<file path="src/rtl/sgio_pkg.sv">
// Package: constants, enums and carriers for the signalling I/O module
package sgio_pkg;

    // =====================================================================
    // Register map (word addresses, consecutive)
    // =====================================================================
    localparam logic [3:0] SGIO_ADDR_CTRL     = 4'h0; // Control and link
    localparam logic [3:0] SGIO_ADDR_FUNC     = 4'h1; // Output functions
    localparam logic [3:0] SGIO_ADDR_POL      = 4'h2; // Contact polarity
    localparam logic [3:0] SGIO_ADDR_SHED     = 4'h3; // Shed delay, ms
    localparam logic [3:0] SGIO_ADDR_PRE      = 4'h4; // Pre-signal delay, ms
    localparam logic [3:0] SGIO_ADDR_POST     = 4'h5; // Post-signal delay, ms
    localparam logic [3:0] SGIO_ADDR_STATUS   = 4'h6; // Read-only state
    localparam logic [3:0] SGIO_ADDR_ID       = 4'h7; // Instance index

    // =====================================================================
    // Control register field positions
    // =====================================================================
    localparam int SGIO_CTRL_COMM_BIT   = 0; // Main unit talking
    localparam int SGIO_CTRL_SRC1_BIT   = 1; // First source healthy
    localparam int SGIO_CTRL_SRC2_BIT   = 2; // Second source healthy
    localparam int SGIO_CTRL_XREQ_BIT   = 3; // Transfer request pulse
    localparam int SGIO_CTRL_XDONE_BIT  = 4; // Transfer done pulse
    localparam int SGIO_CTRL_ONPRI_BIT  = 5; // Load on priority source
    localparam int SGIO_CTRL_DISC_BIT   = 6; // Output mask kept on loss
    localparam int SGIO_CTRL_DISC_W     = 2;

    // =====================================================================
    // Reset values
    // =====================================================================
    localparam logic [31:0] SGIO_CTRL_RST = 32'h0000_0020;
    localparam logic [31:0] SGIO_FUNC_RST = 32'h0000_0000;
    localparam logic [31:0] SGIO_POL_RST  = 32'h0000_0000; // All NO
    localparam logic [31:0] SGIO_DLY_RST  = 32'h0000_0000;

    // =====================================================================
    // Timing
    // =====================================================================
    localparam int SGIO_CLK_MHZ       = 200;
    localparam int SGIO_MS_NS         = 1000000;
    localparam int SGIO_CLK_NS        = 1000 / SGIO_CLK_MHZ;
    localparam int SGIO_MS_CYC        = SGIO_MS_NS / SGIO_CLK_NS;
    localparam int SGIO_LOSS_MS       = 8000;   // Loss time before outputs drop
    localparam int SGIO_FLASH_MS      = 1000;   // Flash pattern period
    localparam int SGIO_FLASH_ON_MS   = 100;    // Each quick flash length
    localparam int SGIO_FLASH_GAP_MS  = 200;    // Second flash start

    // =====================================================================
    // Output function codes
    // =====================================================================
    typedef enum logic [2:0] {
        SGIO_FN_NONE  = 3'h0,
        SGIO_FN_SRC1  = 3'h1,
        SGIO_FN_SRC2  = 3'h2,
        SGIO_FN_SHED  = 3'h3,
        SGIO_FN_ELEV  = 3'h4
    } sgio_func_t;

    // Transfer sequencer states, one-hot
    typedef enum logic [3:0] {
        SGIO_ST_IDLE = 4'b0001,
        SGIO_ST_PRE  = 4'b0010,
        SGIO_ST_WAIT = 4'b0100,
        SGIO_ST_POST = 4'b1000
    } sgio_state_t;

    // Physical I/O carrier
    typedef struct packed {
        logic [1:0] relay;     // Relay coil drive per contact
        logic       led_power; // Power indicator
        logic [1:0] led_in;    // Input indicators
        logic [1:0] led_out;   // Contact indicators
        logic       xfer_go;   // Transfer may proceed
    } sgio_pins_t;

endpackage

</file>
<file path="src/rtl/sgio_top.sv">
// Signalling I/O module: two inputs, two relay outputs, indicators
//
// The Avalon-MM register port and the register addresses were left to the implementer.
`timescale 1ns/1ps
`default_nettype none

module sgio_top
    import sgio_pkg::*;
#(
    parameter logic [1:0] INSTANCE_IDX = 2'h1,
    parameter int         LOSS_CYC     = SGIO_LOSS_MS * SGIO_MS_CYC,
    parameter int         MS_CYC       = SGIO_MS_CYC
) (
    input  wire logic        clk_sys,
    input  wire logic        reset_n,
    input  wire logic        clk_en,
    input  wire logic [3:0]  avs_address,
    input  wire logic        avs_read,
    input  wire logic        avs_write,
    input  wire logic [31:0] avs_writedata,
    input  wire logic [3:0]  avs_byteenable,
    output var  logic [31:0] avs_readdata,
    output var  logic        avs_waitrequest,
    input  wire logic        first_input_terminal,
    input  wire logic        second_input_terminal,
    input  wire logic [1:0]  contact_sense,
    output var  sgio_pins_t  pins
);

    // =====================================================================
    // Pin synchronisers
    // =====================================================================
    logic [3:0] sync1_q, sync2_q;     // Two stages for raw pins
    always_ff @(posedge clk_sys) begin
        if (!reset_n) begin
            sync1_q <= 4'h0;
            sync2_q <= 4'h0;
        end else if (clk_en) begin
            sync1_q <= {contact_sense, second_input_terminal,
                        first_input_terminal};
            sync2_q <= sync1_q;
        end
    end
    wire logic [1:0] in_raw   = sync2_q[1:0]; // High = shorted to common
    wire logic [1:0] ct_raw   = sync2_q[3:2]; // High = contact closed

    // =====================================================================
    // Register file
    // =====================================================================
    logic [31:0] ctrl_q, ctrl_d;     // Link and source state
    logic [31:0] func_q, func_d;     // 3 bits per output
    logic [31:0] pol_q, pol_d;       // [1:0] inputs, [3:2] outputs NC
    logic [31:0] shed_q, shed_d;     // Shed delay ms
    logic [31:0] pre_q, pre_d;       // Pre-signal delay ms
    logic [31:0] post_q, post_d;     // Post-signal delay ms
    logic [31:0] rdata_d;
    logic        wait_q, wait_d;     // One wait per access

    // Byte-lane merge
    function automatic logic [31:0] merge(input logic [31:0] old,
                                          input logic [31:0] nw,
                                          input logic [3:0]  be);
        logic [31:0] r;
        r = old;
        for (int i = 0; i < 4; i++) begin
            if (be[i]) begin
                r[i*8 +: 8] = nw[i*8 +: 8];
            end
        end
        return r;
    endfunction

    // Status word, assembled below
    logic [31:0] status_w;

    // Access completes on the cycle waitrequest is low
    always_comb begin
        ctrl_d  = ctrl_q;
        func_d  = func_q;
        pol_d   = pol_q;
        shed_d  = shed_q;
        pre_d   = pre_q;
        post_d  = post_q;
        rdata_d = avs_readdata;
        wait_d  = 1'b1;
        // Pulses self-clear after one cycle
        ctrl_d[SGIO_CTRL_XREQ_BIT]  = 1'b0;
        ctrl_d[SGIO_CTRL_XDONE_BIT] = 1'b0;
        // Read data is registered while waitrequest is still high
        if ((avs_read || avs_write) && wait_q) begin
            wait_d = 1'b0;
            if (avs_read) begin
                case (avs_address)
                    SGIO_ADDR_CTRL:   rdata_d = ctrl_q;
                    SGIO_ADDR_FUNC:   rdata_d = func_q;
                    SGIO_ADDR_POL:    rdata_d = pol_q;
                    SGIO_ADDR_SHED:   rdata_d = shed_q;
                    SGIO_ADDR_PRE:    rdata_d = pre_q;
                    SGIO_ADDR_POST:   rdata_d = post_q;
                    SGIO_ADDR_STATUS: rdata_d = status_w;
                    SGIO_ADDR_ID:     rdata_d = {30'h0, INSTANCE_IDX};
                    default:          rdata_d = 32'h0;
                endcase
            end
        end
        // Write lands only at the edge that ends the cycle with waitrequest low
        if (avs_write && !wait_q) begin
            case (avs_address)
                SGIO_ADDR_CTRL: ctrl_d = merge(ctrl_q, avs_writedata,
                                               avs_byteenable);
                SGIO_ADDR_FUNC: func_d = merge(func_q, avs_writedata,
                                               avs_byteenable);
                SGIO_ADDR_POL:  pol_d  = merge(pol_q, avs_writedata,
                                               avs_byteenable);
                SGIO_ADDR_SHED: shed_d = merge(shed_q, avs_writedata,
                                               avs_byteenable);
                SGIO_ADDR_PRE:  pre_d  = merge(pre_q, avs_writedata,
                                               avs_byteenable);
                SGIO_ADDR_POST: post_d = merge(post_q, avs_writedata,
                                               avs_byteenable);
                default: ;      // Unmapped writes ignored
            endcase
        end
    end

    // Register update
    always_ff @(posedge clk_sys) begin
        if (!reset_n) begin
            ctrl_q       <= SGIO_CTRL_RST;
            func_q       <= SGIO_FUNC_RST;
            pol_q        <= SGIO_POL_RST;
            shed_q       <= SGIO_DLY_RST;
            pre_q        <= SGIO_DLY_RST;
            post_q       <= SGIO_DLY_RST;
            avs_readdata <= 32'h0;
            wait_q       <= 1'b1;
        end else if (clk_en) begin
            ctrl_q       <= ctrl_d;
            func_q       <= func_d;
            pol_q        <= pol_d;
            shed_q       <= shed_d;
            pre_q        <= pre_d;
            post_q       <= post_d;
            avs_readdata <= rdata_d;
            wait_q       <= wait_d;
        end
    end
    assign avs_waitrequest = wait_q;

    // =====================================================================
    // Millisecond tick, loss timer and flash timer
    // =====================================================================
    logic [31:0] ms_cnt_q, ms_cnt_d;     // Cycles within a millisecond
    logic [31:0] loss_q, loss_d;         // Cycles since link dropped
    logic [15:0] flash_q, flash_d;       // Ms within flash period
    logic        ms_tick;
    logic        comm;
    logic        lost_q, lost_d;         // Loss persisted long enough

    assign comm    = ctrl_q[SGIO_CTRL_COMM_BIT];
    assign ms_tick = (ms_cnt_q == 32'(MS_CYC - 1));

    // Free-running flash, not tied to main unit's lamp
    always_comb begin
        ms_cnt_d = ms_tick ? 32'h0 : ms_cnt_q + 32'h1;
        flash_d  = flash_q;
        if (ms_tick) begin
            flash_d = (flash_q == 16'(SGIO_FLASH_MS - 1)) ? 16'h0
                                                          : flash_q + 16'h1;
        end
        loss_d = loss_q;
        lost_d = lost_q;
        if (comm) begin
            loss_d = 32'h0;
            lost_d = 1'b0;
        end else if (loss_q >= 32'(LOSS_CYC - 1)) begin
            lost_d = 1'b1;
        end else begin
            loss_d = loss_q + 32'h1;
        end
    end

    always_ff @(posedge clk_sys) begin
        if (!reset_n) begin
            ms_cnt_q <= 32'h0;
            flash_q  <= 16'h0;
            loss_q   <= 32'h0;
            lost_q   <= 1'b0;
        end else if (clk_en) begin
            ms_cnt_q <= ms_cnt_d;
            flash_q  <= flash_d;
            loss_q   <= loss_d;
            lost_q   <= lost_d;
        end
    end

    // =====================================================================
    // Transfer sequencer: shed and elevator timing
    // =====================================================================
    sgio_state_t st_q, st_d;
    logic [31:0] dly_q, dly_d;       // Remaining ms in current phase
    logic        shed_q_on, shed_d_on; // Shed output latch
    logic        xreq, xdone, onpri;

    assign xreq  = ctrl_q[SGIO_CTRL_XREQ_BIT];
    assign xdone = ctrl_q[SGIO_CTRL_XDONE_BIT];
    assign onpri = ctrl_q[SGIO_CTRL_ONPRI_BIT];

    // Request holds off transfer for the longer lead delay
    always_comb begin
        st_d      = st_q;
        dly_d     = dly_q;
        shed_d_on = shed_q_on;
        if (ms_tick && dly_q != 32'h0) begin
            dly_d = dly_q - 32'h1;
        end
        case (st_q)
            SGIO_ST_IDLE: begin
                if (xreq) begin
                    st_d  = SGIO_ST_PRE;
                    dly_d = (shed_q > pre_q) ? shed_q : pre_q;
                    if (onpri) begin
                        shed_d_on = 1'b1;
                    end
                end
            end
            SGIO_ST_PRE: begin
                if (dly_q == 32'h0) begin
                    st_d = SGIO_ST_WAIT;
                end
            end
            SGIO_ST_WAIT: begin
                if (xdone) begin
                    st_d  = SGIO_ST_POST;
                    dly_d = post_q;
                end
            end
            SGIO_ST_POST: begin
                if (dly_q == 32'h0) begin
                    st_d = SGIO_ST_IDLE;
                end
            end
            default: st_d = SGIO_ST_IDLE;
        endcase
        // Shed drops once load is back on priority source
        if (onpri && st_q == SGIO_ST_IDLE && !xreq) begin
            shed_d_on = 1'b0;
        end
    end

    always_ff @(posedge clk_sys) begin
        if (!reset_n) begin
            st_q      <= SGIO_ST_IDLE;
            dly_q     <= 32'h0;
            shed_q_on <= 1'b0;
        end else if (clk_en) begin
            st_q      <= st_d;
            dly_q     <= dly_d;
            shed_q_on <= shed_d_on;
        end
    end

    // =====================================================================
    // Output functions, polarity and indicators
    // =====================================================================
    logic [1:0] act;          // Logical activity per output
    logic [1:0] relay_d;
    logic       elev_on;
    logic       pwr_d;
    logic [1:0] in_act;

    assign elev_on = (st_q != SGIO_ST_IDLE);
    // Gate opens in WAIT, after the longer of shed and pre delays, whether or not shed is in use
    wire logic go_d = (st_q == SGIO_ST_WAIT);

    always_comb begin
        for (int i = 0; i < 2; i++) begin
            case (sgio_func_t'(func_q[i*3 +: 3]))
                SGIO_FN_SRC1: act[i] = ctrl_q[SGIO_CTRL_SRC1_BIT];
                SGIO_FN_SRC2: act[i] = ctrl_q[SGIO_CTRL_SRC2_BIT];
                SGIO_FN_SHED: act[i] = shed_q_on;
                SGIO_FN_ELEV: act[i] = elev_on;
                default:      act[i] = 1'b0;
            endcase
            // Long loss drops outputs except those kept on loss
            if (lost_q && !ctrl_q[SGIO_CTRL_DISC_BIT + i]) begin
                act[i] = 1'b0;
            end
            // NC polarity: active means contact open
            relay_d[i] = act[i] ^ pol_q[2 + i];
            in_act[i]  = in_raw[i] ^ pol_q[i];
        end
        // Steady with link, double flash without, at once
        if (comm) begin
            pwr_d = 1'b1;
        end else begin
            pwr_d = (flash_q < 16'(SGIO_FLASH_ON_MS)) ||
                    (flash_q >= 16'(SGIO_FLASH_GAP_MS) &&
                     flash_q < 16'(SGIO_FLASH_GAP_MS + SGIO_FLASH_ON_MS));
        end
    end

    // Status: [1:0] input On, [3:2] contact Closed, [4] lost, [5] link
    assign status_w = {26'h0, comm, lost_q, ct_raw, in_act};

    // Pins registered; input and contact lamps use raw synchronised state
    always_ff @(posedge clk_sys) begin
        if (!reset_n) begin
            pins <= '0;
        end else if (clk_en) begin
            pins.relay     <= relay_d;
            pins.led_power <= pwr_d;
            pins.led_in    <= in_raw;
            pins.led_out   <= ct_raw;
            pins.xfer_go   <= go_d;
        end
    end

endmodule

`default_nettype wire

</file>
<file path="config.mk">
export PLATFORM = sky130hd
export DESIGN_NAME = sgio_top
export DESIGN_NICKNAME = d
export VERILOG_FILES = /design/src/rtl/sgio_pkg.sv /design/src/rtl/sgio_top.sv
export SDC_FILE = /design/constraint.sdc
export NUM_CORES = 1
export LEC_CHECK = 0
export BUFFER_PORTS_ARGS = -buffer_cell sky130_fd_sc_hd__buf_2
export CELL_PAD_IN_SITES_DETAIL_PLACEMENT = 1
export CELL_PAD_IN_SITES_GLOBAL_PLACEMENT = 2
export CORE_ASPECT_RATIO = 0.75
export CORE_MARGIN = 2
export CORE_UTILIZATION = 41
export CTS_CLUSTER_SIZE = 24
export DETAILED_ROUTE_END_ITERATION = 10
export PLACE_DENSITY = 0.89
export SLEW_MARGIN = 20
export SYNTH_ARGS = -nofsm -noshare
export SYNTH_HDL_FRONTEND = slang
export SYNTH_SLANG_ARGS = --single-unit
</file>
<file path="constraint.sdc">
create_clock -name clk_sys -period 5.75 [get_ports clk_sys]
set_input_delay 1.4375 -clock clk_sys [delete_from_list [all_inputs] [get_ports clk_sys]]
set_output_delay 1.4375 -clock clk_sys [all_outputs]
set_load 0.02 [all_outputs]
</file>
==> results <==
- The worst clock skew on the final layout is 0.02561 ns.
- Summing internal, switching and leakage power gives 5.573 mW.
- The async set or reset register ratio after synthesis is 0.
- Gates resized during post-CTS repair numbered 0.
- Counting every net in the synthesized netlist gives 2,117.
- Across all setup checks in the final design, the least slack found is 1.847 ns.
- Setup violations remaining at the end of the flow were counted as 0.
- The cell family with the largest share of critical-path delay is simple AND/OR/NAND/NOR gates.
- The hold violation count in the final report is 0.
- The worst-case IR drop observed on VDD is 0.2262 mV.
- For this run, the slowest stage of the critical path takes 0.75 ns.
- STA classifies the critical path startpoint as a register.
- The total overflow left after global routing is 0.
- Walking the worst path, the cells encountered are inv_1, ha_1, nand4_1, nor4_1, nand2_1, a21boi_1, buf_4, nor2_1, buf_4, mux2i_1, o221ai_1.
- Dividing the final minimum period by the clock period gives 0.6788.
- After clock tree synthesis, the clock-pin slew on the worst setup and hold paths is 0.06 ns.
- The kind of end point of the critical path is a register.
- The signed area change from the synthesized netlist to the final layout is 12.51%.
- The number of setup buffers added after CTS is 0.
- Among all stages on the critical path, the largest delay is contributed by nor4_1.
- After detailed routing, the average wire length per cell comes to 21.92 microns.
- The number of max-slew violations in the final report is 0.
- The via count of the first global-routing pass came to 16,120.
- Summed over all nets, the half-perimeter wirelength after detailed placement is 40.13 mm.
- The achievable frequency is 256.2 MHz.
- The routed design uses 3.525 mm of met3 wire.
- The remaining max-slew budget at the tightest pin is 0.2707.
- At the worst endpoint, the required time is 6.15 ns.
- The number of antenna violations at the first check in global routing came to 2.
- The hold buffer count at CTS is 0.
- The actual slew at the worst max-slew pin is 1.088 ns.
- The weighted congestion at the end of routability-driven global placement is 0.8635.
- The DRC marker count from the first detailed-route iteration is 1,529.
- Prior to clock tree synthesis, the placed netlist has a worst setup slack of 1.750 ns.
- TritonCTS built the clock tree.
- The buffering stage count on the worst path with inverters included is 3.
- Using the TritonRoute via totals, the vias-per-cell ratio works out to 6.040.
- The clock insertion delay at the later pin of the skew report is 0.55 ns.
- By startpoint and endpoint, the worst setup path is classified as register to register.
- After routing, the total negative slack on setup checks comes to 0 ns.
- The first TritonRoute pass finished after 7 iterations.
- The number of placed cells counting well taps is 2,583.
- The die covers 44,390 sq um.
- The synthesized instance count is 2,030.
- The initial core utilization is 0.4156.
- The average instance area after synthesis is 8.625 sq um.
- The overall routed net length is 58.13 mm.
- The power per unit of standard cell area is 282.9 nW/um^2.
- The class of the tightest hold or removal check is register to register.
- For this block, the via count after detailed routing is 16,020.
- The count of nets after finishing is 2,142.
- The number of ports placed on the die boundary is 90.
- Synthesis instantiated 87 different standard cells from the library.
- The tool flagged a number of max-cap violations equal to 0.
- The post-synthesis register bit count is 359.
- Of all nets on the critical path, the largest fanout is 22.
- The run finished with clean final reports.
- At the worst endpoint, the arrival time is 4.30 ns.
- In the synthesized netlist the dominant register cell turns out to be dfxtp_1.
- The number of buffers created by CTS is 39.
- Setup repair after global routing left no endpoint under its margin.
- The die is 242.6 microns wide.
- In this run, synthesis inferred 0 flip-flops with an integrated enable.
- The pin count of the biggest net entering global routing is 118.
- In this run the vertical extent of the chip is 183.0 microns.
- The clock tree root buffer cell is clkbuf_16.
- Buffers placed on the I/O ports in this run total 89.
- For this run, the register share of the synthesized area comes to 0.4105.
- The routed length on met1 is 28.22 mm.
- The leakage power figure is 6.718 nW.
- The total standard cell area after synthesis is 17,510 sq um.
- The most frequent standard cell in the layout excluding fill and tap cells is dfxtp_1.
- The placeable core region is 42,130 sq um.
- In the final layout, the share of cells above drive strength 1 is 0.1182.
- Once detail routing completed, the nets flagged for antenna violations numbered 0.
- In the layout the commonest cells are 359 x dfxtp_1, 302 x nor2_1, 190 x mux2i_1.
- The cell repeated most along the worst path is buf_4.
- The detailed-routed wire length on met2 is 25.10 mm.
- Once layout is complete, the cells apart from fillers number 2,652.
- The total cell area at the placement stage is 18,370 sq um.
- The H-tree depth is 2.
- The number of DRC violations after detailed routing is 0.
- The global-route usage over all layers is 0.2570.
- The highest metal layer used by the detailed router is met5.
- The floorplan row count is 65.
- The maximum clock insertion buffer count is 3.
- During synthesis, Yosys emitted a total of 0 warnings.
- The number of clock sinks is 359.
- The first global-routing pass estimated 92.08 mm of wire.
- The clock period could shrink to 3.903 ns.
- The post-route cell area is 19,700 sq um.
==> layer usage <==
metal | vias to the layer above | GRT usage
li1 | 7420 | -
met1 | 7998 | 0.3695
met2 | 505 | 0.3998
met3 | 93 | 0.03980
met4 | 2 | 0.07092
met5 | - | 0
==> kinds of logic after synthesis <==
group,share of synthesized area
AO/OA/AOI/OAI,0.1607
XOR/XNOR,0.03552
adder cells (fa/ha/maj),0.02716
buffers and inverters,0.04002
flip-flops,0.4105
multiplexers,0.1099
AND/OR/NAND/NOR,0.2162
==> worst register-to-register path, stage by stage (launching register included) <==
cell and delay (ns):
dfxtp_1 0.42, inv_1 0.08, ha_1 0.32, nand4_1 0.23, nor4_1 0.76, nand2_1 0.25
a21boi_1 0.20, buf_4 0.23, nor2_1 0.46, buf_4 0.31, mux2i_1 0.33, o221ai_1 0.17
==> stage by stage <==
step / util / hold WS [ns]
finish: 0.4676 / 0.4553
global route: 0.4676 / 0.4815
CTS: 0.4673 / 0.4589
detailed placement: 0.4360 / 0.4501
global placement: 0.4360 / 0.4496
floorplan: - / 0.4357
==> layout make-up <==
| cell class | count | area [sq um] |
|---|---|---|
| antenna | 1 | 2.502 |
| inverter | 52 | 200.2 |
| clock inverter | 10 | 161.4 |
| clock buffer | 58 | 1157 |
| sequential | 359 | 7187 |
| multi-input combinational | 1492 | 9667 |
| fill | 5006 | 22430 |
| tap | 569 | 711.9 |
| timing repair buffer | 111 | 610.6 |
==> power by group <==
| group | switching, mW | internal (mW) | total [mW] | leakage (nW) |
|---|---|---|---|---|
| logic | 0.279 | 0.113 | 0.392 | 3.17 |
| registers | 0.0323 | 2.52 | 2.55 | 2.90 |
| clock network | 1.06 | 1.57 | 2.63 | 0.650 |
==> cells in the mapped netlist, types with 9 or more instances <==
library cell / n / area share
and2_1: 11 / 0.0039
a222oi_1: 27 / 0.015
clkbuf_1: 104 / 0.022
xor2_1: 34 / 0.017
or3_1: 16 / 0.0057
and3_1: 15 / 0.0054
buf_2: 10 / 0.0029
nand2_1: 160 / 0.034
a21oi_1: 101 / 0.029
ha_1: 38 / 0.027
inv_1: 51 / 0.011
xnor2_1: 37 / 0.019
nor4_1: 20 / 0.0071
nor2_1: 303 / 0.065
nand4_1: 34 / 0.012
a31oi_1: 38 / 0.014
a22oi_1: 14 / 0.0060
o21ai_0: 83 / 0.024
dfxtp_1: 359 / 0.41
nand3_1: 98 / 0.028
mux2i_1: 190 / 0.11
nor2_2: 20 / 0.0071
o221a_2: 11 / 0.0071
buf_1: 9 / 0.0019
o211ai_1: 16 / 0.0069
nor3_1: 38 / 0.011
a221oi_1: 31 / 0.016
==> worst paths after layout <==
check,start,end,slack [ns],cells past startpoint
setup reg to reg,pre_q[11],dly_q[23],1.85,11
hold reg to reg,func_q[27],avs_readdata[27],0.46,2
setup / recovery,pre_q[11],dly_q[23],1.85,11
hold / removal,func_q[27],avs_readdata[27],0.46,2
Power figures use the tool's default switching activity.
